$ cat src/logic/nfsc_map.vh
// constants for the flash status and signature host controller
`ifndef NFSC_MAP_VH
`define NFSC_MAP_VH
// =====================================================
// apb register offsets (byte addresses)
`define NFSC_REG_CTRL      12'h000
`define NFSC_REG_CMD       12'h004
`define NFSC_REG_STATUS    12'h008
`define NFSC_REG_SIG       12'h00C
`define NFSC_REG_GEOM      12'h010
`define NFSC_REG_IRQ_STAT  12'h014
`define NFSC_REG_IRQ_MASK  12'h018
// =====================================================
// control register fields
`define NFSC_CTRL_WP_EN    0
`define NFSC_CTRL_CACHE    1
// command codes written to the cmd register
`define NFSC_OP_STATUS     2'h1
`define NFSC_OP_SIG        2'h2
// =====================================================
// flash command and address codes
`define NFSC_FL_STATUS     8'h70
`define NFSC_FL_SIG        8'h90
`define NFSC_FL_SIG_ADDR   8'h00
`define NFSC_SIG_ITEMS     3'h4
// =====================================================
// status word bit positions
`define NFSC_SB_UNPROT     7
`define NFSC_SB_ENG_CACHE  6
`define NFSC_SB_IDLE       5
`define NFSC_SB_PRIOR_FAIL 1
`define NFSC_SB_OP_FAIL    0
`define NFSC_SB_USED_MASK  8'hE3
// =====================================================
// interrupt status bits
`define NFSC_IRQ_DONE      0
`define NFSC_IRQ_FAIL      1
`define NFSC_IRQ_PROT      2
// =====================================================
// strobe timing: a phase of at least 50 ns at 20 ns clock
`define NFSC_PHASE_NS      50
`define NFSC_CLK_NS        20
`define NFSC_PHASE_CYC     ((`NFSC_PHASE_NS + `NFSC_CLK_NS - 1) / `NFSC_CLK_NS)
`endif

$ cat src/logic/nfsc_sync.v
// two flip-flop synchroniser for pin inputs
`timescale 1ns/10ps
module nfsc_sync #(
  parameter W = 8
) (
  input  wire         clk,
  input  wire         rst_n,
  input  wire [W-1:0] d,
  output wire [W-1:0] q
);
  reg [W-1:0] s1_q;  // first stage, read only by second
  reg [W-1:0] s2_q;  // second stage, safe to use
  // =====================================================
  // double registration
  always @(posedge clk or negedge rst_n) begin
    if (!rst_n) begin
      s1_q <= {W{1'b0}};
      s2_q <= {W{1'b0}};
    end else begin
      s1_q <= d;
      s2_q <= s1_q;
    end
  end
  assign q = s2_q;
endmodule // nfsc_sync

$ cat src/logic/nfsc_strobe.v
// strobe phase timer: counts a fixed number of cycles after start
`timescale 1ns/10ps
`include "nfsc_map.vh"
module nfsc_strobe (
  input  wire clk,
  input  wire rst_n,
  input  wire start,
  output wire done
);
  reg [3:0] cnt_q;  // cycles left in the phase
  reg [3:0] cnt_d;
  // phase length in clocks; small enough for the four-bit counter
  localparam integer PHASE_CYC = `NFSC_PHASE_CYC;
  // =====================================================
  // down counter, done pulses when it reaches one
  always @* begin
    cnt_d = cnt_q;
    if (start) begin
      cnt_d = PHASE_CYC[3:0];
    end else if (cnt_q != 4'h0) begin
      cnt_d = cnt_q - 4'h1;
    end
  end
  always @(posedge clk or negedge rst_n) begin
    if (!rst_n) begin
      cnt_q <= 4'h0;
    end else begin
      cnt_q <= cnt_d;
    end
  end
  assign done = (cnt_q == 4'h1);
endmodule // nfsc_strobe

$ cat src/logic/nfsc_host.v
// host controller: status read, signature read and write-protect pin
//
// Implementation choices: the address map and register access over APB.
`timescale 1ns/10ps
`include "nfsc_map.vh"
// Overview of operation
// - host ignores bit 1 outside cache
// - bits 4..2 reserved, host ignores them
// - signature: command 90h then address 00h
// - hold write protect low at power
module nfsc_host (
  input  wire        clk,
  input  wire        rst_n,
  // apb slave
  input  wire        psel,
  input  wire        penable,
  input  wire        pwrite,
  input  wire [11:0] paddr,
  input  wire [31:0] pwdata,
  output reg  [31:0] prdata,
  output wire        pready,
  output wire        pslverr,
  output wire        irq,
  // flash pins
  output reg         fl_ce_n,
  output reg         fl_cle,
  output reg         fl_ale,
  output reg         fl_we_n,
  output reg         fl_re_n,
  output reg         fl_wp_n,
  output reg  [7:0]  fl_io_out,
  output reg         fl_io_oe,
  input  wire [7:0]  fl_io_in
);
  // =====================================================
  // states; codes 6 and 7 are unused and fall back to idle
  localparam SQ_IDLE = 3'h0;  // chip deselected
  localparam SQ_CMD  = 3'h1;  // command byte on the bus
  localparam SQ_ADDR = 3'h2;  // address byte on the bus
  localparam SQ_RDLO = 3'h3;  // read strobe low half
  localparam SQ_RDHI = 3'h4;  // read strobe high half
  localparam SQ_GAP  = 3'h5;  // deselect gap before done
  reg  [2:0]  seq_q;       // sequencer state
  reg  [1:0]  op_q;        // running operation
  reg  [2:0]  idx_q;       // signature item index
  reg         phase_q;     // 0: strobe low half, 1: strobe high half
  reg  [1:0]  ctrl_q;      // control register
  reg  [7:0]  status_q;    // last status word read
  reg  [31:0] sig_q;       // four signature items, first in low byte
  reg  [2:0]  irq_stat_q;  // sticky events
  reg  [2:0]  irq_mask_q;  // event mask
  reg         in_status_q; // device left in status mode
  reg  [2:0]  ev_set;      // events raised this cycle
  wire [7:0]  io_s;        // synchronised data lines
  wire        ph_done;     // strobe phase elapsed
  reg         ph_start;    // start a strobe phase
  wire        busy;
  wire        wr;
  wire        rd;
  // =====================================================
  // read data pins via two flops before use
  nfsc_sync #(.W(8)) u_sync (
    .clk   (clk),
    .rst_n (rst_n),
    .d     (fl_io_in),
    .q     (io_s)
  );
  // one timer serves every strobe half, so all halves share one length
  nfsc_strobe u_strobe (
    .clk   (clk),
    .rst_n (rst_n),
    .start (ph_start),
    .done  (ph_done)
  );
  // =====================================================
  // apb decode: zero wait state
  assign pready  = 1'b1;
  assign pslverr = 1'b0;
  assign busy    = (seq_q != SQ_IDLE);
  assign wr      = psel & penable & pwrite;
  assign rd      = psel & penable & ~pwrite;
  assign irq     = |(irq_stat_q & irq_mask_q);

  // decode a status word into its reported fields; reserved bits dropped
  function [7:0] clean_status;
    input [7:0] s;
    begin
      clean_status = s & `NFSC_SB_USED_MASK;
    end
  endfunction

  // read mux
  always @* begin
    prdata = 32'h0000_0000;
    case (paddr)
      `NFSC_REG_CTRL:     prdata = {30'h0, ctrl_q};
      `NFSC_REG_CMD:      prdata = {31'h0, busy};
      // outside cache programming bit 1 carries nothing, show zero
      `NFSC_REG_STATUS:   prdata = {24'h0, clean_status(status_q) &
                                    (ctrl_q[`NFSC_CTRL_CACHE] ? 8'hFF : 8'hFD)};
      `NFSC_REG_SIG:      prdata = sig_q;
      // geometry fields unpacked: page, spare, block, org, access
      // bits 12:11 access time, 6 org, 5:4 block, 2 spare, 1:0 page
      `NFSC_REG_GEOM:     prdata = {19'h0, sig_q[31], sig_q[27], 4'h0, sig_q[30],
                                    sig_q[29:28], 1'b0, sig_q[26], sig_q[25:24]};
      `NFSC_REG_IRQ_STAT: prdata = {29'h0, irq_stat_q};
      `NFSC_REG_IRQ_MASK: prdata = {29'h0, irq_mask_q};
      default:            prdata = 32'h0000_0000;
    endcase
  end
  // =====================================================
  // software registers and sticky interrupts; set beats read-clear
  always @(posedge clk or negedge rst_n) begin
    if (!rst_n) begin
      ctrl_q     <= 2'h0;
      irq_mask_q <= 3'h0;
      irq_stat_q <= 3'h0;
    end else begin
      if (wr && paddr == `NFSC_REG_CTRL) begin
        ctrl_q <= pwdata[1:0];
      end
      if (wr && paddr == `NFSC_REG_IRQ_MASK) begin
        irq_mask_q <= pwdata[2:0];
      end
      // a read clears the word, but an event of this very cycle survives
      if (rd && paddr == `NFSC_REG_IRQ_STAT) begin
        irq_stat_q <= ev_set;
      end else begin
        irq_stat_q <= irq_stat_q | ev_set;
      end
    end
  end
  // =====================================================
  // write protect pin: low protects; held low from reset until enabled
  always @(posedge clk or negedge rst_n) begin
    if (!rst_n) begin
      fl_wp_n <= 1'b0;
    end else begin
      // only an explicit enable from software lifts the protection
      fl_wp_n <= ctrl_q[`NFSC_CTRL_WP_EN];
    end
  end
  // =====================================================
  // pin sequencer: each strobe half lasts one phase
  // a cmd write while busy is dropped, so software polls busy first
  always @(posedge clk or negedge rst_n) begin
    if (!rst_n) begin
      seq_q       <= SQ_IDLE;
      op_q        <= 2'h0;
      idx_q       <= 3'h0;
      phase_q     <= 1'b0;
      status_q    <= 8'h00;
      sig_q       <= 32'h0000_0000;
      in_status_q <= 1'b0;
      fl_ce_n     <= 1'b1;
      fl_cle      <= 1'b0;
      fl_ale      <= 1'b0;
      fl_we_n     <= 1'b1;
      fl_re_n     <= 1'b1;
      fl_io_out   <= 8'h00;
      fl_io_oe    <= 1'b0;
      ev_set      <= 3'h0;
      ph_start    <= 1'b0;
    end else begin
      ev_set   <= 3'h0;
      ph_start <= 1'b0;
      case (seq_q)
        // chip deselected; wait for an order from software
        SQ_IDLE: begin
          fl_ce_n <= 1'b1;
          if (wr && paddr == `NFSC_REG_CMD &&
              (pwdata[1:0] == `NFSC_OP_STATUS || pwdata[1:0] == `NFSC_OP_SIG)) begin
            op_q     <= pwdata[1:0];
            idx_q    <= 3'h0;
            phase_q  <= 1'b0;
            fl_ce_n  <= 1'b0;
            ph_start <= 1'b1;
            // device stays in status mode, so repeat reads skip the command
            if (pwdata[1:0] == `NFSC_OP_STATUS && in_status_q) begin
              seq_q   <= SQ_RDLO;
              fl_re_n <= 1'b0;
            end else begin
              seq_q     <= SQ_CMD;
              fl_cle    <= 1'b1;
              fl_we_n   <= 1'b0;
              fl_io_oe  <= 1'b1;
              fl_io_out <= (pwdata[1:0] == `NFSC_OP_SIG) ? `NFSC_FL_SIG
                                                           : `NFSC_FL_STATUS;
            end
          end
        end
        // command byte: write strobe low half, then high half
        SQ_CMD: begin
          if (ph_done) begin
            ph_start <= 1'b1;
            if (!phase_q) begin
              // rising write strobe latches the byte in the device
              fl_we_n <= 1'b1;
              phase_q <= 1'b1;
            end else begin
              // hold time over: drop the latch enable and move on
              phase_q     <= 1'b0;
              fl_cle      <= 1'b0;
              in_status_q <= (op_q == `NFSC_OP_STATUS);
              if (op_q == `NFSC_OP_SIG) begin
                seq_q     <= SQ_ADDR;
                fl_ale    <= 1'b1;
                fl_we_n   <= 1'b0;
                fl_io_out <= `NFSC_FL_SIG_ADDR;
              end else begin
                seq_q    <= SQ_RDLO;
                fl_io_oe <= 1'b0;
                fl_re_n  <= 1'b0;
              end
            end
          end
        end
        // address byte, same shape as the command byte
        SQ_ADDR: begin
          if (ph_done) begin
            ph_start <= 1'b1;
            if (!phase_q) begin
              // rising write strobe latches the address
              fl_we_n <= 1'b1;
              phase_q <= 1'b1;
            end else begin
              // bus released in the same cycle as the first read strobe falls
              phase_q  <= 1'b0;
              fl_ale   <= 1'b0;
              fl_io_oe <= 1'b0;
              fl_re_n  <= 1'b0;
              seq_q    <= SQ_RDLO;
            end
          end
        end
        SQ_RDLO: begin
          // data valid late in the low phase; sample synced copy there
          if (ph_done) begin
            ph_start <= 1'b1;
            fl_re_n  <= 1'b1;
            seq_q    <= SQ_RDHI;
            if (op_q == `NFSC_OP_STATUS) begin
              status_q <= io_s;
            end else begin
              sig_q <= {io_s, sig_q[31:8]};
              idx_q <= idx_q + 3'h1;
            end
          end
        end
        // read strobe high half; more items or finish
        SQ_RDHI: begin
          if (ph_done) begin
            // another signature item still outstanding
            if (op_q == `NFSC_OP_SIG && idx_q != `NFSC_SIG_ITEMS) begin
              ph_start <= 1'b1;
              fl_re_n  <= 1'b0;
              seq_q    <= SQ_RDLO;
            end else begin
              seq_q   <= SQ_GAP;
              fl_ce_n <= 1'b1;
            end
          end
        end
        // one cycle deselected, then report done and judge the word
        SQ_GAP: begin
          seq_q <= SQ_IDLE;
          ev_set[`NFSC_IRQ_DONE] <= 1'b1;
          if (op_q == `NFSC_OP_STATUS) begin
            // bit 0 current page fail; bit 1 prior page only when caching
            ev_set[`NFSC_IRQ_FAIL] <= status_q[`NFSC_SB_OP_FAIL] |
              (ctrl_q[`NFSC_CTRL_CACHE] & status_q[`NFSC_SB_PRIOR_FAIL]);
            ev_set[`NFSC_IRQ_PROT] <= ~status_q[`NFSC_SB_UNPROT];
          end else begin
            in_status_q <= 1'b0;
          end
        end
        // unused codes fall back to idle
        default: begin
          seq_q <= SQ_IDLE;
        end
      endcase
    end
  end
  // =====================================================
  // status bit handling
  // bits 6 and 5 (cache ready / engine idle) are passed through raw
  // in the status register for software to interpret by mode;
  // the sequencer does not wait on them, so a busy device is only
  // reported, and software polls it with repeated status orders
endmodule // nfsc_host

$ cat config.mk
export PLATFORM = sky130hd
export DESIGN_NAME = nfsc_host
export DESIGN_NICKNAME = d
export VERILOG_FILES = /design/src/logic/nfsc_sync.v /design/src/logic/nfsc_strobe.v /design/src/logic/nfsc_host.v
export VERILOG_INCLUDE_DIRS = /design/src /design/src/logic
export SDC_FILE = /design/constraint.sdc
export NUM_CORES = 1
export LEC_CHECK = 0
export BUFFER_PORTS_ARGS = -buffer_cell sky130_fd_sc_hd__buf_4
export CAP_MARGIN = 10
export CORE_AREA = 2 2 159 83
export DETAILED_ROUTE_END_ITERATION = 8
export DIE_AREA = 0 0 161 85
export PLACE_DENSITY = 0.58
export SYNTH_ARGS = -nofsm -noshare
export SYNTH_HDL_FRONTEND = slang
export SYNTH_SLANG_ARGS = --single-unit
$ cat constraint.sdc
create_clock -name clk -period 2.7 [get_ports clk]
set_input_delay 0.135 -clock clk [delete_from_list [all_inputs] [get_ports clk]]
set_output_delay 0.135 -clock clk [all_outputs]
set_load 0.05 [all_outputs]
# Word-level counts from Yosys, hierarchy flattened
# Index checks and enable logic that the tools add are counted.
dict set report op_classes {
  muxes 73
  eq_ne 35
  reduce_logical 38
  bitwise 11
  n_addsub 2
}
# op n
set ops {}
lappend ops {{$pmux 32 s7} 1}
lappend ops {{$mux 8} 6}
lappend ops {{$mux 3} 13}
lappend ops {{$eq 12x5->1 const B} 3}
lappend ops {{$mux 1} 36}
lappend ops {{$ne 2x2->1 const B} 16}
lappend ops {{$eq 12x4->1 const B} 2}
lappend ops {{$pmux 8 s2} 1}
lappend ops {{$pmux 3 s5} 1}
lappend ops {{$reduce_and 7->1} 2}
lappend ops {{$reduce_bool 2->1} 7}
lappend ops {{$eq 12x3->1 const B} 1}
lappend ops {{$logic_not 12->1} 1}
lappend ops {{$reduce_and 3->1} 4}
lappend ops {{$reduce_and 6->1} 2}
lappend ops {{$reduce_and 11->1} 1}
lappend ops {{$pmux 1 s2} 5}
lappend ops {{$pmux 1 s3} 3}
lappend ops {{$and 8x8->8} 1}
lappend ops {{$mux 4} 2}
lappend ops {{$reduce_and 4->1} 2}
lappend ops {{$reduce_and 8->1} 1}
lappend ops {{$logic_and 1x1->1} 7}
lappend ops {{$eq 3x2->1 const B} 2}
lappend ops {{26 further kinds} 39}
dict set report totals {
  regBits 97
  output_inout_bits 50
  word_cells 182
  inputBits 57
}

# Logic depth before layout (Yosys ltp)
dict set report depth {
  ltp_word 6
  ltp_mapped 7
  depth_no_buf 6
}

# Modules after synthesis
# From an unflattened synthesis, not the netlist that was laid out.
dict set report unflattened {
  hier_cells 369
  hier_area_um2 4257.8
}
# mod seq_area_each_um2 cells_per_inst instances area_each_um2
set by_module_without_submodules {}
lappend by_module_without_submodules {nfsc_host 1730.4 330 1 3609.7}
lappend by_module_without_submodules {nfsc_sync 400.4 16 1 400.4}
lappend by_module_without_submodules {nfsc_strobe 100.1 23 1 247.7}

# Worst setup path after synthesis
# Ideal clock, no wire load.
dict set report synth_path {
  path_kind {flip-flop to flip-flop}
  from {register u_strobe.cnt_q[1]}
  to {register sig_q[13]}
  slack_ns 0.645
  period_less_slack_ns 2.055
  setup_time_ns 0.125
  required_time_ns 2.575
  n_path_buf 2
  stages_incl_launch_ff 8
  arrival_ns 1.930
  path_cell_list {dfrtp_1 > inv_1 > ha_1 > or3b_1 > buf_2 > nor3_4 > buf_6 > mux2_2}
}
dict set report synth_between {
  elab_chain_cells 2
}
# item line_no
set synth_rtl {}
lappend synth_rtl {{start, declared} nfsc_strobe.v:10} ;# reg [3:0] cnt_q;
lappend synth_rtl {{start signal, assigned} nfsc_strobe.v:28} ;# cnt_q <= cnt_d;
lappend synth_rtl {{$eq 4x1->1} nfsc_strobe.v:31} ;# assign done = (cnt_q == 4'h1);
lappend synth_rtl {{$reduce_and 3->1 (no line)} -}
lappend synth_rtl {{end signal, assigned} nfsc_host.v:245} ;# sig_q <= {io_s, sig_q[31:8]};
lappend synth_rtl {{end, declared} nfsc_host.v:49} ;# reg [31:0] sig_q;
# No other way between the ends.
# A chain may end at the register's enable or synchronous reset.

# Final worst setup path
dict set report layout_path {
  from {register u_strobe.cnt_q[1]}
  to {register status_q[1]}
}
dict set report layout_between {
  elab_chain_cells 2
}
# item line_no
set layout_rtl {}
lappend layout_rtl {{$eq 4x1->1} nfsc_strobe.v:31}
lappend layout_rtl {{$reduce_and 3->1 (no line)} -}
lappend layout_rtl {{end signal, assigned} nfsc_host.v:243} ;# status_q <= io_s;
lappend layout_rtl {{end, declared} nfsc_host.v:48} ;# reg [7:0] status_q;
# No other way between the ends.

==> run summary <==
Worst path top cell family by delay = simple AND/OR/NAND/NOR gates
CTS sink cnt = 89
Clock Latency Late Sink = 0.34 ns
Via Count = 3078
number of max-cap violations = 0
starting density of the core = 0.343
CTS tree = yes
layout cell share with drive strength beyond 1 = 0.333
clock power share = 0.279
largest net degree at the start of global routing = 50
mapped cell area = 0.00424 mm^2
Slew HR = 0.480
CP arrival = 2.51 ns
Sw Share = 0.351
Post-synth EDFFs = 0
Critical Path RT = 2.93 ns
Buf+Inv Stages, Crit Path = 1
CP max-delay cell = nor2_1
clk buf depth = 2
Routability Congestion = 0.863
Unique masters post-synth = 57
crit path launch type = flip-flop
Achievable Freq = 438 MHz
clk_skew = 0.00794 ns
#FFs+latches synth = 89
Die Y = 85 um
area of the multi-input gates = 0.00183 mm^2
diode count = 0
first-pass GRT wire length = 16.3 mm
dpl cell area = 0.00493 mm^2
Seq pwr share = 0.444
GRT overflow = 0
post-detail-place hpwl = 7.42 mm
Fin Hold WS = 0.0247 ns
register area share after synthesis = 0.527
combinational share of power = 0.277
htree depth = 3
max incr delay on CP = 0.50 ns
Final nets = 505
drt drc = 0
min cycle time layout = 2.28 ns
Post CTS Setup Buffer Count = 0
# IOs = 107
die footprint = 0.0137 mm^2
final worst setup slack = 0.418 ns
clock slew at reported path FFs = 0.07 ns
Port Buffers = 71
sequential cell area = 0.00223 mm^2
Row Count = 29
WL final = 10.1 mm
Via-to-Cell Ratio = 4.99
P_sw = 1570 uW
Final Cell Area = 0.00532 mm^2
YS warnings = 0
VDD IR max = 0.393 mV
DR iter-0 viols = 186
Area Growth Syn to Fin = 25.5%
Worst Setup End Kind = flip-flop
antenna violations before repair = 0
core area = 0.0123 mm^2
Async SR Flop Fraction = 1.00
Crit Path Class = reg -> reg
Die Width = 161 um
Leakage = 0.00251 uW
dpl ws = 0.413 ns
antenna-violating nets left = 0
vias in the first global route = 2940
final setup vio count = 0
Syn Inst Count = 361
worst-path fanout max = 5
fillers = 1177
post-CTS sizing = 0
internal power = 2900 uW
clock buffer count from CTS = 9
setup TNS = 0 ns
status = completed
Total Routing Usage GR = 0.154
cells along the critical path = inv_1 > ha_1 > nor3b_1 > nand2_1 > nor2_1 > mux2_2
Slew Limit Fails = 0
RSZ-0062 raised after global routing = no
DR pass1 iterations = 4
Primary FF master, synth = dfrtp_1
DR WL/cell = 16.3 um
Cell Pwr Density = 840 mW/mm^2
min-delay worst type = in -> reg
Final period util = 0.845
Synth Area per Inst = 11.7 um^2
Slew @ Worst Pin = 0.777 ns
Root Driver = clkbuf_16
Hold Fails Final Rpt = 0
==> layer usage <==
layer,vias up,global-route usage,part of all wire
met1,1530,0.250,0.55
met5,-,0,0
met3,7,0.0440,0.065
li1,1449,-,-
met2,92,0.194,0.37
met4,0,0.0390,0.0078
==> stage by stage <==
stage | total power, uW | instances | util
final | 4470 | 617 | 0.431
after global routing | 4750 | 617 | 0.431
after CTS | 4500 | 617 | 0.431
after detailed placement | 3230 | 592 | 0.400
after global placement | 3170 | 592 | 0.400
after floorplan | 2850 | 365 | -
==> worst register-to-register path, stage by stage, from the launching register on <==
cell     delay (ns)
dfrtp_1        0.39
inv_1          0.09
ha_1           0.23
nor3b_1        0.39
nand2_1        0.17
nor2_1         0.50
mux2_2         0.40
==> final timing paths <==
path / from / end / slack, ns / cells past startpoint
worst min-delay path: pwdata[2] / irq_mask_q[2] / 0.02 / 2
worst max register to register: u_strobe.cnt_q[1] / status_q[1] / 0.42 / 6
max in group asynchronous: rst_n / fl_ce_n / 1.67 / 3
min in group asynchronous: rst_n / u_sync.s1_q[3] / 0.32 / 2
worst min register to register: u_sync.s1_q[6] / u_sync.q[6] / 0.35 / 0
worst max-delay path: u_strobe.cnt_q[1] / status_q[1] / 0.42 / 6
==> layout make-up <==
| class | count | share of cell area |
|---|---|---|
| Clock buffer | 9 | 0.0424 |
| Tap cell | 170 | 0.0400 |
| Timing Repair Buffer | 86 | 0.130 |
| Inverter | 15 | 0.0106 |
| Clock inverter | 7 | 0.0132 |
| Multi-Input combinational cell | 241 | 0.344 |
| Sequential cell | 89 | 0.420 |
==> cells by family after synthesis <==
logic type      after synthesis  share of synthesized area
fa+ha+maj                     6                     0.0177
other cells                   2                    0.00177
buf+inv                      35                     0.0452
flops                        89                      0.527
mux                          51                      0.134
simple gates                118                      0.175
compound gates               59                     0.0981
xor+xnor                      1                    0.00207
==> sequential cells by signal, indices dropped and copies added (netlist names), 4 cells and up <==
| register | flops |
|---|---|
| u_sync.s1_q | 8 |
| status_q | 5 |
| u_strobe.cnt_q | 4 |
| u_sync.q | 8 |
| sig_q | 32 |
==> synth_stat cells, types with 2 or more instances <==
| cell | instances | share of area |
|---|---|---|
| dfstp_2 | 3 | 0.019 |
| and3_1 | 2 | 0.0030 |
| buf_2 | 3 | 0.0035 |
| nor4_4 | 2 | 0.010 |
| o221ai_1 | 4 | 0.0083 |
| mux2_1 | 2 | 0.0053 |
| nand3_1 | 5 | 0.0059 |
| o211ai_1 | 4 | 0.0071 |
| clkbuf_1 | 6 | 0.0053 |
| nand4_1 | 6 | 0.0089 |
| inv_1 | 15 | 0.013 |
| nor3_1 | 4 | 0.0047 |
| nand3b_1 | 4 | 0.0071 |
| and4_1 | 2 | 0.0041 |
| nor3b_1 | 3 | 0.0053 |
| a22o_1 | 4 | 0.0083 |
| a21o_1 | 4 | 0.0071 |
| mux2i_1 | 5 | 0.012 |
| nand2b_1 | 8 | 0.012 |
| dfrtp_1 | 86 | 0.51 |
| buf_6 | 4 | 0.011 |
| a222oi_1 | 3 | 0.0071 |
| nand2_1 | 20 | 0.018 |
| and4b_1 | 4 | 0.0095 |
| ha_1 | 6 | 0.018 |
| a21oi_1 | 13 | 0.015 |
| nor4b_2 | 2 | 0.0071 |
| and3b_1 | 2 | 0.0041 |
| o21ai_0 | 12 | 0.014 |
| mux2_2 | 44 | 0.12 |
| and2_1 | 23 | 0.034 |
| a211o_1 | 3 | 0.0062 |
| conb_1 | 2 | 0.0018 |
| nor2b_1 | 3 | 0.0044 |
| buf_4 | 7 | 0.012 |
| a22oi_1 | 2 | 0.0035 |
| nor2_1 | 19 | 0.017 |
==> cell usage in the layout (no fill, tap or decap), types with 4 or more instances in the layout <==
| cell type | count |
|---|---|
| nor2_1 | 19 |
| nand2_1 | 20 |
| inv_1 | 15 |
| nand2b_1 | 8 |
| nor3_1 | 4 |
| dlygate4sd3_1 | 9 |
| nand3b_1 | 4 |
| a21o_1 | 4 |
| ha_1 | 6 |
| mux2_2 | 44 |
| mux2i_1 | 5 |
| nand3_1 | 5 |
| o21ai_0 | 12 |
| inv_8 | 4 |
| a22o_1 | 4 |
| clkbuf_16 | 9 |
| o211ai_1 | 4 |
| a21oi_1 | 13 |
| buf_4 | 75 |
| and2_1 | 23 |
| nand4_1 | 6 |
| and4b_1 | 4 |
| conb_1 | 6 |
| dfrtp_1 | 86 |
| o221ai_1 | 4 |
==> power groups by stage <==
| stage | Combinational (uW) | Sequential [uW] | Clock (uW) |
|---|---|---|---|
| 6_report | 1240 | 1980 | 1250 |
| 4_1_cts | 1250 | 1980 | 1280 |
| 3_5_place_dp | 1220 | 2000 | 0 |
| 5_1_grt | 1370 | 2040 | 1340 |
| 3_3_place_gp | 1190 | 1980 | 0 |
| 2_1_floorplan | 915 | 1940 | 0 |
==> what timing repair did <==
action,CTS,global route
endpoints found under the setup margin,0,0
hold endpoints to repair,46,0
hold buffers,9,0
Note: power is estimated with default switching activity, not from simulation.
